File: src/core/vfd_scan_pkg.sv
// Constants for the tube multiplex and blanking engine
package vfd_scan_pkg;
  // ----------------------------------------
  // Register map
  // ----------------------------------------
  localparam logic [6:0] ADDR_NOOP = 7'h00;
  localparam logic [6:0] ADDR_BLANK_POL = 7'h01;
  localparam logic [6:0] ADDR_BRIGHT = 7'h02;
  localparam logic [6:0] ADDR_GRIDS = 7'h03;
  localparam logic [6:0] ADDR_TEST = 7'h07;
  localparam logic [6:0] ADDR_SHIFT_LIM = 7'h0e;
  // ----------------------------------------
  // Fields and limits
  // ----------------------------------------
  localparam int POL_BIT = 1;
  localparam int TEST_BIT = 0;
  localparam logic [7:0] GRID_MAX = 8'h2f;
  localparam logic [7:0] SHIFT_MAX = 8'h53;
  localparam logic [3:0] TEST_CODE = 4'h6;
  localparam logic [3:0] TOP_CODE = 4'he;
  // Arbitrary neutral identity value
  localparam logic [6:0] DEVICE_ID = 7'h05;
  // ----------------------------------------
  // Reset values
  // ----------------------------------------
  localparam logic [7:0] RST_GRIDS = 8'h00;
  localparam logic [3:0] RST_BRIGHT = 4'h0;
  localparam logic RST_POL = 1'b0;
  localparam logic [7:0] RST_SHIFT_LIM = 8'h53;
  // ----------------------------------------
  // Timing: base clock rate in kHz, sixteenth in ns, counts in base clock periods or sixteenths
  // ----------------------------------------
  localparam int OSC_KHZ = 4000;
  localparam int SIXTEENTH_NS = 6250;
  localparam int SIXTEENTH_OSC = SIXTEENTH_NS * OSC_KHZ / 1000000;
  localparam int SLOT_UNITS = 16;
  localparam int SHIFT_DIV = 4;
  localparam int SHIFT_START_UNIT = 1;
endpackage
File: src/core/vfd_multiplex_blanking.sv
// Tube multiplex scan, serial shift and blanking engine with its pattern FIFO
`timescale 1ns/10ps
// ----------------------------------------
// Pattern FIFO
// ----------------------------------------
module vfd_pattern_fifo #(
  parameter int WIDTH = 8,
  parameter int DEPTH = 32
) (
  input wire logic sys_clk,
  input wire logic srst,
  input wire logic in_valid,
  output logic in_ready,
  input wire logic [WIDTH-1:0] in_data,
  output logic out_valid,
  input wire logic out_ready,
  output logic [WIDTH-1:0] out_data
);
  localparam int AW = $clog2(DEPTH);
  logic [WIDTH-1:0] mem_q [DEPTH];
  logic [AW-1:0] wr_q;
  logic [AW-1:0] rd_q;
  logic [AW:0] cnt_q;
  wire push = in_valid && in_ready;
  wire pop = out_valid && out_ready;
  assign in_ready = (cnt_q != (AW+1)'(DEPTH));
  assign out_valid = (cnt_q != '0);
  assign out_data = mem_q[rd_q];
  always_ff @(posedge sys_clk) begin
    if (srst) begin
      wr_q <= '0;
      rd_q <= '0;
      cnt_q <= '0;
    end else begin
      if (push) begin
        mem_q[wr_q] <= in_data;
        wr_q <= (wr_q == AW'(DEPTH - 1)) ? '0 : wr_q + 1'b1;
      end
      if (pop) begin
        rd_q <= (rd_q == AW'(DEPTH - 1)) ? '0 : rd_q + 1'b1;
      end
      cnt_q <= cnt_q + (AW+1)'(push) - (AW+1)'(pop);
    end
  end
endmodule

// ----------------------------------------
// Engine
// ----------------------------------------
module vfd_multiplex_blanking
#(
  parameter int PAT_WIDTH = 8,
  parameter int PAT_DEPTH = 32
) (
  input wire logic sys_clk,
  input wire logic srst,
  input wire logic base_timing_clock,
  input wire logic shutdown_req,
  input wire logic reg_wr_en,
  input wire logic reg_rd_en,
  input wire logic [6:0] reg_addr,
  input wire logic [7:0] reg_wr_data,
  output logic [7:0] reg_rd_data,
  input wire logic pat_valid,
  output logic pat_ready,
  input wire logic [PAT_WIDTH-1:0] pat_data,
  output logic [5:0] grid_index,
  output logic tube_shift_clock,
  output logic tube_serial_out,
  output logic tube_latch_load,
  output logic tube_blank_out
);
  import vfd_scan_pkg::*;
  localparam int BW = $clog2(PAT_WIDTH);
  // ----------------------------------------
  // Registers
  // ----------------------------------------
  logic [7:0] grid_count_q;
  logic [3:0] brightness_q;
  logic pol_q;
  logic test_mode_flag_q;
  logic [7:0] shift_limit_q;
  logic [7:0] rd_data_q;

  wire wr_grids = reg_wr_en && (reg_addr == ADDR_GRIDS);
  wire wr_bright = reg_wr_en && (reg_addr == ADDR_BRIGHT);
  wire wr_pol = reg_wr_en && (reg_addr == ADDR_BLANK_POL);
  wire wr_test = reg_wr_en && (reg_addr == ADDR_TEST);
  wire wr_limit = reg_wr_en && (reg_addr == ADDR_SHIFT_LIM);
  wire [7:0] grid_wdata = (reg_wr_data > GRID_MAX) ? GRID_MAX : reg_wr_data;
  wire [7:0] limit_wdata = (reg_wr_data > SHIFT_MAX) ? SHIFT_MAX : reg_wr_data;
  // The no-op address has no decode term, so its writes fall through
  wire [7:0] rd_mux =
    (reg_addr == ADDR_BLANK_POL) ? {6'h00, pol_q, 1'b0} :
    (reg_addr == ADDR_BRIGHT) ? {4'h0, brightness_q} :
    (reg_addr == ADDR_GRIDS) ? grid_count_q :
    (reg_addr == ADDR_TEST) ? {DEVICE_ID, test_mode_flag_q} :
    (reg_addr == ADDR_SHIFT_LIM) ? shift_limit_q : 8'h00;
  always_ff @(posedge sys_clk) begin
    if (srst) begin
      grid_count_q <= RST_GRIDS;
      brightness_q <= RST_BRIGHT;
      pol_q <= RST_POL;
      test_mode_flag_q <= 1'b0;
      shift_limit_q <= RST_SHIFT_LIM;
      rd_data_q <= 8'h00;
    end else begin
      if (wr_grids) begin
        grid_count_q <= grid_wdata;
      end
      if (wr_bright) begin
        brightness_q <= reg_wr_data[3:0];
      end
      if (wr_pol) begin
        pol_q <= reg_wr_data[POL_BIT];
      end
      if (wr_test) begin
        test_mode_flag_q <= reg_wr_data[TEST_BIT];
      end
      if (wr_limit) begin
        shift_limit_q <= limit_wdata;
      end
      if (reg_rd_en) begin
        rd_data_q <= rd_mux;
      end
    end
  end
  assign reg_rd_data = rd_data_q;

  // ----------------------------------------
  // Base clock edge detection
  // ----------------------------------------
  logic osc_s1_q;
  logic osc_s2_q;
  logic osc_s3_q;
  always_ff @(posedge sys_clk) begin
    if (srst) begin
      osc_s1_q <= 1'b0;
      osc_s2_q <= 1'b0;
      osc_s3_q <= 1'b0;
    end else begin
      osc_s1_q <= base_timing_clock;
      osc_s2_q <= osc_s1_q;
      osc_s3_q <= osc_s2_q;
    end
  end
  wire osc_tick = osc_s2_q && !osc_s3_q;

  // ----------------------------------------
  // Slot timing: sixteen units per grid
  // ----------------------------------------
  logic [5:0] sub_q;
  logic [3:0] unit_q;
  logic [5:0] grid_q;
  wire sub_end = (sub_q == 6'(SIXTEENTH_OSC - 1));
  wire slot_end = osc_tick && sub_end && (unit_q == 4'(SLOT_UNITS - 1));
  wire [5:0] last_grid = grid_count_q[5:0];
  always_ff @(posedge sys_clk) begin
    if (srst) begin
      sub_q <= '0;
      unit_q <= '0;
      grid_q <= '0;
    end else if (osc_tick) begin
      sub_q <= sub_end ? 6'h00 : sub_q + 6'h01;
      if (sub_end) begin
        unit_q <= unit_q + 4'h1;
      end
      if (slot_end) begin
        grid_q <= (grid_q >= last_grid) ? 6'h00 : grid_q + 6'h01;
      end
    end
  end
  assign grid_index = grid_q;
  // slot_start is the first system cycle of a new grid's cycle
  logic slot_start_q;
  always_ff @(posedge sys_clk) begin
    if (srst) begin
      slot_start_q <= 1'b0;
    end else begin
      slot_start_q <= slot_end;
    end
  end

  // ----------------------------------------
  // Latch load
  // ----------------------------------------
  logic latch_q;
  always_ff @(posedge sys_clk) begin
    if (srst) begin
      latch_q <= 1'b0;
    end else if (slot_start_q) begin
      latch_q <= 1'b1;
    end else if (osc_tick && sub_q == 6'h01) begin
      latch_q <= 1'b0;
    end
  end
  assign tube_latch_load = latch_q;

  // ----------------------------------------
  // Serial shifter for the next grid
  // ----------------------------------------
  // Shifting starts after the latch pulse so the load never sees a half pattern
  logic shifting_q;
  logic [1:0] phase_q;
  logic [6:0] bit_q;
  logic [PAT_WIDTH-1:0] byte_q;
  logic sclk_q;
  logic sdo_q;
  logic fifo_valid;
  logic [PAT_WIDTH-1:0] fifo_data;
  wire shift_go = osc_tick && sub_end && (unit_q == 4'(SHIFT_START_UNIT - 1));
  wire phase_tick = osc_tick && shifting_q;
  wire bit_first = phase_tick && (phase_q == 2'd0);
  wire need_byte = bit_first && (bit_q[BW-1:0] == '0);
  wire last_bit = (bit_q >= shift_limit_q[6:0]);
  wire fresh_bit = fifo_valid ? fifo_data[0] : 1'b0;
  wire next_bit = test_mode_flag_q ? 1'b1 : (need_byte ? fresh_bit : byte_q[0]);

  vfd_pattern_fifo #(
    .WIDTH(PAT_WIDTH),
    .DEPTH(PAT_DEPTH)
  ) u_fifo (
    .sys_clk(sys_clk),
    .srst(srst),
    .in_valid(pat_valid),
    .in_ready(pat_ready),
    .in_data(pat_data),
    .out_valid(fifo_valid),
    .out_ready(need_byte),
    .out_data(fifo_data)
  );

  always_ff @(posedge sys_clk) begin
    if (srst) begin
      shifting_q <= 1'b0;
      phase_q <= '0;
      bit_q <= '0;
      byte_q <= '0;
      sclk_q <= 1'b0;
      sdo_q <= 1'b0;
    end else if (shift_go) begin
      shifting_q <= 1'b1;
      phase_q <= '0;
      bit_q <= '0;
    end else if (phase_tick) begin
      phase_q <= phase_q + 2'd1;
      if (phase_q == 2'd0) begin
        sclk_q <= 1'b0;
        sdo_q <= next_bit;
        byte_q <= (need_byte ? (fifo_valid ? fifo_data : '0) : byte_q) >> 1;
      end
      if (phase_q == 2'd2) begin
        sclk_q <= 1'b1;
      end
      if (phase_q == 2'(SHIFT_DIV - 1)) begin
        bit_q <= bit_q + 7'd1;
        if (last_bit) begin
          shifting_q <= 1'b0;
        end
      end
    end
  end
  assign tube_shift_clock = sclk_q;
  assign tube_serial_out = sdo_q;

  // ----------------------------------------
  // Blanking and brightness
  // ----------------------------------------
  logic pend_q;
  logic stale_q;
  logic shut_d1_q;
  logic blank_q;
  wire shut_exit = shut_d1_q && !shutdown_req;
  wire stale_evt = wr_grids || shut_exit;
  always_ff @(posedge sys_clk) begin
    if (srst) begin
      shut_d1_q <= 1'b0;
      pend_q <= 1'b0;
      stale_q <= 1'b0;
    end else begin
      shut_d1_q <= shutdown_req;
      if (slot_end) begin
        stale_q <= pend_q;
      end
      // A fresh event in the boundary cycle keeps the request pending
      pend_q <= stale_evt || (pend_q && !slot_end);
    end
  end
  // Codes 14 and 15 both reach the end of the slot
  wire [3:0] code = test_mode_flag_q ? TEST_CODE :
    (brightness_q > TOP_CODE ? TOP_CODE : brightness_q);
  wire [4:0] on_units = 5'(code) + 5'd1;
  wire pwm_on = (unit_q != 4'h0) && (5'(unit_q) <= on_units);
  wire hold_off = shutdown_req || pend_q || stale_q || !pwm_on;
  wire dis_lvl = !pol_q;
  always_ff @(posedge sys_clk) begin
    if (srst) begin
      blank_q <= 1'b1;
    end else begin
      blank_q <= hold_off ? dis_lvl : !dis_lvl;
    end
  end
  assign tube_blank_out = blank_q;
endmodule

File: config.mk
export PLATFORM = sky130hd
export DESIGN_NAME = vfd_multiplex_blanking
export DESIGN_NICKNAME = d
export VERILOG_FILES = /design/src/core/vfd_scan_pkg.sv /design/src/core/vfd_multiplex_blanking.sv
export SDC_FILE = /design/constraint.sdc
export NUM_CORES = 1
export LEC_CHECK = 0
export BUFFER_PORTS_ARGS = -buffer_cell sky130_fd_sc_hd__buf_2
export CAP_MARGIN = 25
export CORE_MARGIN = 1
export CORE_UTILIZATION = 30
export DETAILED_ROUTE_END_ITERATION = 7
export GPL_TIMING_DRIVEN = 0
export PLACE_DENSITY = 0.5
export SLEW_MARGIN = 20
export SYNTH_ARGS = -nofsm -noshare
export SYNTH_HDL_FRONTEND = slang
export SYNTH_HIERARCHICAL = 1
export SYNTH_SLANG_ARGS = --single-unit
File: constraint.sdc
create_clock -name sys_clk -period 3.8 [get_ports sys_clk]
set_input_delay 0.76 -clock sys_clk [delete_from_list [all_inputs] [get_ports sys_clk]]
set_output_delay 0.76 -clock sys_clk [all_outputs]
set_load 0.005 [all_outputs]
## After elaboration in Yosys (flattened, before gate mapping)

Memories as Yosys holds them, arrays and structs flattened. A register that Yosys moved wholly into a read port is not among the register bits.
Index checks and enable logic that the tools add are counted.

- Add/sub/neg operators: 10
- Order comparisons: 6
- Eq/ne operators: 13
- Mux-type cells: 32
- Bitwise gates (word level): 1
- Reduce and logical (&&, ||, !) cells: 45

Operators by type and width:

| kind | number |
|---|---|
| two-way mux 8 bit | 9 |
| two-way mux 5 bit | 4 |
| logical AND 1 bit | 18 |
| two-way mux 1 bit | 15 |
| == test 7 x 2 -> 1 bit, second input constant | 2 |
| adder 6 x 1 -> 6 bit, second input constant | 2 |
| two-way mux 6 bit | 2 |
| adder 5 x 1 -> 5 bit, second input constant | 2 |
| == test 5 bit, second input constant | 2 |
| nonzero test 2 bit | 5 |
| AND reduction 3 bit | 3 |
| greater-than comparator 8 x 6 -> 1 bit, second input constant | 1 |
| greater-than comparator 8 x 7 -> 1 bit, second input constant | 1 |
| two-way mux 4 bit | 2 |
| adder 7 x 1 -> 7 bit, second input constant | 1 |
| == test 7 x 1 -> 1 bit, second input constant | 1 |
| == test 7 x 3 -> 1 bit, second input constant | 1 |
| == test 7 x 4 -> 1 bit, second input constant | 1 |
| >= comparator 7 bit | 1 |
| adder 6 x 1 -> 6 bit | 1 |
| == test 6 x 1 -> 1 bit, second input constant | 1 |
| == test 6 x 5 -> 1 bit, second input constant | 1 |
| >= comparator 6 bit | 1 |
| != test 6 bit, second input constant | 1 |
| other kinds (18) | 29 |

- Register bits: 90
- RAM bits: 256
- Input port bits: 30
- Memories kept: 1

Memories:

| name | depth | width | read ports | clocked after Yosys merged registers in | wr ports | RTL line | source |
|---|---|---|---|---|---|---|---|
| u_fifo.mem_q | 32 | 8 | 1 | 1 | 1 | vfd_multiplex_blanking.sv:20 | `logic [WIDTH-1:0] mem_q [DEPTH];` |

## Longest topological paths before layout

- Word-level depth: 9
- Gate-level depth with buffers: 15

## Hierarchy

The synthesis kept the hierarchy.

By module, submodules not included:

| module | times used | cells an instance | area an instance (µm²) | seq. area each (µm²) |
|---|---|---|---|---|
| vfd_pattern_fifo | 1 | 623 | 11,084.4 | 8,107.8 |
| vfd_multiplex_blanking | 1 | 440 | 3,778.6 | 1,481.4 |

## Worst setup path before layout

OpenSTA, ideal clock, no wires.

- Kind: reg-to-reg
- Start point: register phase_q[0]
- End point: register u_fifo.cnt_q[4]
- Arrival: 2.634 ns
- Data required time: 3.672 ns
- Slack: 1.038 ns
- Cell stages (with the launch flop): 16
- Path buffers: 1
- Period minus slack after synthesis: 2.762 ns
- Path through: dfxtp_1 > inv_1 > ha_1 > nand2_1 > nor3_1 > clkbuf_1 > nand2_1 > inv_2 > ha_1 > inv_1 > ha_1 > fa_1 > a21oi_1 > o21bai_1 > xnor2_1 > nor2_1

- Cells in the longest elaborated chain, start to end: 5

Ends and longest elaborated chain:

| item | RTL line | source |
|---|---|---|
| start, declared | vfd_multiplex_blanking.sv:204 | `logic [1:0] phase_q;` |
| start signal, assigned | vfd_multiplex_blanking.sv:246 | `phase_q <= phase_q + 2'd1;` |
| zero test 2 bit | vfd_multiplex_blanking.sv:213 | `wire bit_first = phase_tick && (phase_q == 2'd0);` |
| logical AND 1 bit | vfd_multiplex_blanking.sv:213 |  |
| logical AND 1 bit | vfd_multiplex_blanking.sv:214 | `wire need_byte = bit_first && (bit_q[BW-1:0] == '0);` |
| net need_byte | vfd_multiplex_blanking.sv:214 |  |
| logical AND 1 bit | vfd_multiplex_blanking.sv:25 | `wire pop = out_valid && out_ready;` |
| subtractor 6 x 1 -> 6 bit | vfd_multiplex_blanking.sv:42 | `cnt_q <= cnt_q + (AW+1)'(push) - (AW+1)'(pop);` |
| end signal, assigned | vfd_multiplex_blanking.sv:42 |  |
| end, declared | vfd_multiplex_blanking.sv:23 | `logic [AW:0] cnt_q;` |

The timed path passes the listed nets, and every way through them passes these cells.
A chain may end at the register's enable or synchronous reset.

## Final worst setup path

- Start point: register osc_s3_q
- End point: register u_fifo.cnt_q[4]

- Cells in the longest elaborated chain, start to end: 7

Ends and longest elaborated chain:

| item | RTL line | source |
|---|---|---|
| start, declared | vfd_multiplex_blanking.sv:135 | `logic osc_s3_q;` |
| start signal, assigned | vfd_multiplex_blanking.sv:144 | `osc_s3_q <= osc_s2_q;` |
| zero test 1 bit | vfd_multiplex_blanking.sv:147 | `wire osc_tick = osc_s2_q && !osc_s3_q;` |
| logical AND 1 bit | vfd_multiplex_blanking.sv:147 |  |
| logical AND 1 bit | vfd_multiplex_blanking.sv:212 | `wire phase_tick = osc_tick && shifting_q;` |
| logical AND 1 bit | vfd_multiplex_blanking.sv:213 |  |
| logical AND 1 bit | vfd_multiplex_blanking.sv:214 |  |
| net need_byte | vfd_multiplex_blanking.sv:214 |  |
| logical AND 1 bit | vfd_multiplex_blanking.sv:25 |  |
| subtractor 6 x 1 -> 6 bit | vfd_multiplex_blanking.sv:42 |  |

The timed path passes the listed nets, and every way through them passes these cells.

==> impl_metrics.toml <==
[run_status]
status = "completed"

[clock_network]
postCtsSetupRepairBufs = 0
htree_levels = 2
cts.sinks = 351
clk_pin_slew_ns = 0.06
cts.hold.buffers_added = 0
cts_tree = "yes"
root_buffer = "clkbuf_16"
clk_latency_ns = 0.56
cts-buffers-inserted = 40
cts_max_path_buffers = 3
cts.repair.resized = 0

[synth]
synthTopCellsByCount = "edfxtp_1, nor2_1, dfxtp_1"
synth_edf_count = 256
syn_inst = 1063
netlist_area_sq_um = 14900
ys.flop_type = "edfxtp_1"
synth_top_area_frac = 0.517
synth_nets = 1139
yosysSeqAreaShare = 0.645
synth_warnings = 6
syn_area_per_cell_sq_um = 14.0
yosysTopAreaCell = "edfxtp_1"
yosys-top-cells-area = "edfxtp_1, dfxtp_1, mux2i_1"
ys_seq_elements = 351
synth.most_common_cell = "edfxtp_1"
async_flop_share = 0
synthDistinctLibCells = 74

[worst_setup_path]
crit_required_ns = 4.23
crit-reg2reg-launch = "osc_s3_q"
critPathMaxFanout = 13
crit_start = "osc_s3_q"
end_kind = "flop"
critPathKind = "flop to flop"
critical_path_arrival_ns = 3.64
startpoint_type = "flop"

[pwr]
power.density_nw_per_um2 = 486
leakage_nw = 5.69
p_clk_frac = 0.443
power_frac_seq = 0.501
power_switching_mw = 1.84
combPwrFrac = 0.056
ir_worst_vdd_mv = 0.387
p_sw_frac = 0.221
internal_power_mw = 6.50

[final_layout]
fin_cells = 1847
areaGrowthSynthToFinish_pct = 15.7
antenna_cells = 0
fin_nets = 1227
final_cell_area_sq_um = 17200
final_layout_size_suffix_gt1_frac = 0.129

[sta]
fin_ws_ns = 0.582
tightest_slew_ns = 0.885
finalHoldViolCount = 0
rsz0062_at_grt = "no"
fin_skew_ns = 0.0253
slew_violations = 0
min_period_over_period = 0.847
setup_viol = 0
layout_min_cycle_time_ns = 3.22
slew_headroom = 0.408
max_freq_mhz = 311
setup_tns_ns = 0

[die]
die_w_um = 225
start_util = 0.304
die_area_sq_um = 50400
ioPinCount = 49
placementRows = 81
core_sq_um = 49000
die_h_um = 225

[drt]
vias = 8930
drc = 0
wirelength_mm = 34.6
drtIter0Drc = 542
postRouteAntennaNets = 0
routed_via_density = 4.83
routedWlPerCell_um = 18.7
firstDrtPassIters = 7

[place]
portBuffers = 45
gp_congestion = 0.813
dpl-instance-area_sq_um = 15900
post-place-ws_ns = 0.360
placed_cells = 1772
place_hpwl_mm = 23.3

[global_routing]
grt_max_degree = 33
grt-ovfl-total = 0
grt_pass1_wl_mm = 52.7
track_usage = 0.139
grt_pass1_vias = 8656
grt_antenna_before_repair = 0

[worst_hold_path]
worstHoldStart = "osc_s1_q"
hold_class = "flop to flop"

[run]
drv_cap = 0
[final cells by class]
class | instances | area (sq um)
multi-input cells | 624 | 4890
well taps | 664 | 831
clock inverters | 17 | 144
fillers | 4753 | 31800
clock buffers | 57 | 1120
plain buffers | 47 | 239
repair buffers | 46 | 230
inverters | 41 | 154
flip-flops and latches | 351 | 9590
[power groups by stage]
stage	clock, mW	sequential, mW	combinational [mW]
6_report	3.70	4.18	0.469
5_1_grt	3.94	4.19	0.529
4_1_cts	3.81	4.18	0.476
3_5_place_dp	0	4.26	0.473
3_3_place_gp	0	4.26	0.457
2_1_floorplan	0	4.25	0.295
[cell families after synthesis]
family | after synthesis | share of synthesized area
AO/OA/AOI/OAI | 157 | 0.0751
flip-flops | 351 | 0.645
buffers and inverters | 88 | 0.0264
multiplexers | 103 | 0.0999
AND/OR/NAND/NOR | 299 | 0.103
XOR/XNOR | 19 | 0.0112
adder cells (fa/ha/maj) | 46 | 0.0392
[stage by stage]
| step | utilization | hold slack (ns) | total power [mW] |
|---|---|---|---|
| floorplan | - | 0.413 | 4.55 |
| global placement | 0.325 | 0.420 | 4.72 |
| detailed placement | 0.325 | 0.424 | 4.74 |
| CTS | 0.351 | 0.424 | 8.47 |
| global route | 0.351 | 0.433 | 8.65 |
| finish | 0.351 | 0.435 | 8.35 |
[sequential cells by signal (all words and copies together), names as in the netlist, 2 cells and up, named ones only]
register	count
grid_count_q	8
u_fifo/mem_q	256
unit_q	4
sub_q	6
bit_q	7
brightness_q	4
reg_rd_data	8
byte_q	7
u_fifo/rd_q	5
grid_index	6
u_fifo/wr_q	5
u_fifo/cnt_q	6
shift_limit_q	8
phase_q	2
[critical path, cell delays in order (launching register included)]
cell	delay (ns)
dfxtp_1	0.36
nand3b_1	0.23
nor3_2	0.41
clkbuf_1	0.46
nand2_1	0.30
inv_2	0.10
ha_1	0.12
inv_1	0.04
ha_1	0.20
fa_1	0.41
a21oi_1	0.18
o21bai_1	0.09
xnor2_1	0.15
nor2_1	0.05
[cells in the final DEF (no fill, tap or decap), types with 7 or more instances in the layout]
cell / instances
ha_1: 45
nand4_1: 11
nand2b_1: 14
nand3_1: 56
mux4_2: 18
buf_2: 58
xor2_1: 10
clkinv_1: 7
nor2b_1: 13
a221oi_1: 8
clkbuf_16: 42
mux4_1: 14
a22o_1: 19
inv_1: 40
a22oi_1: 33
nand2_1: 43
clkbuf_1: 38
nor2_1: 100
a21oi_1: 42
a311oi_1: 7
and3_1: 10
mux2i_1: 70
dfxtp_1: 95
o21ai_0: 12
edfxtp_1: 256
xnor2_1: 9
[per-layer routing]
metal  vias to the layer above  part of all wire  global-route usage
li1                       4254                 -                   -
met1                      4432              0.45               0.185
met2                       184              0.48               0.228
met3                        60             0.043              0.0229
met4                         0             0.028              0.0535
met5                         -                 0                   0
[worst paths after layout]
check / to / slack (ns) / depth (start not counted)
worst min register to register: osc_s2_q / 0.43 / 1
worst min-delay path: osc_s2_q / 0.43 / 1
worst max register to register: u_fifo/cnt_q[4] / 0.58 / 13
worst max-delay path: u_fifo/cnt_q[4] / 0.58 / 13
(Power assumes the default switching activity.)
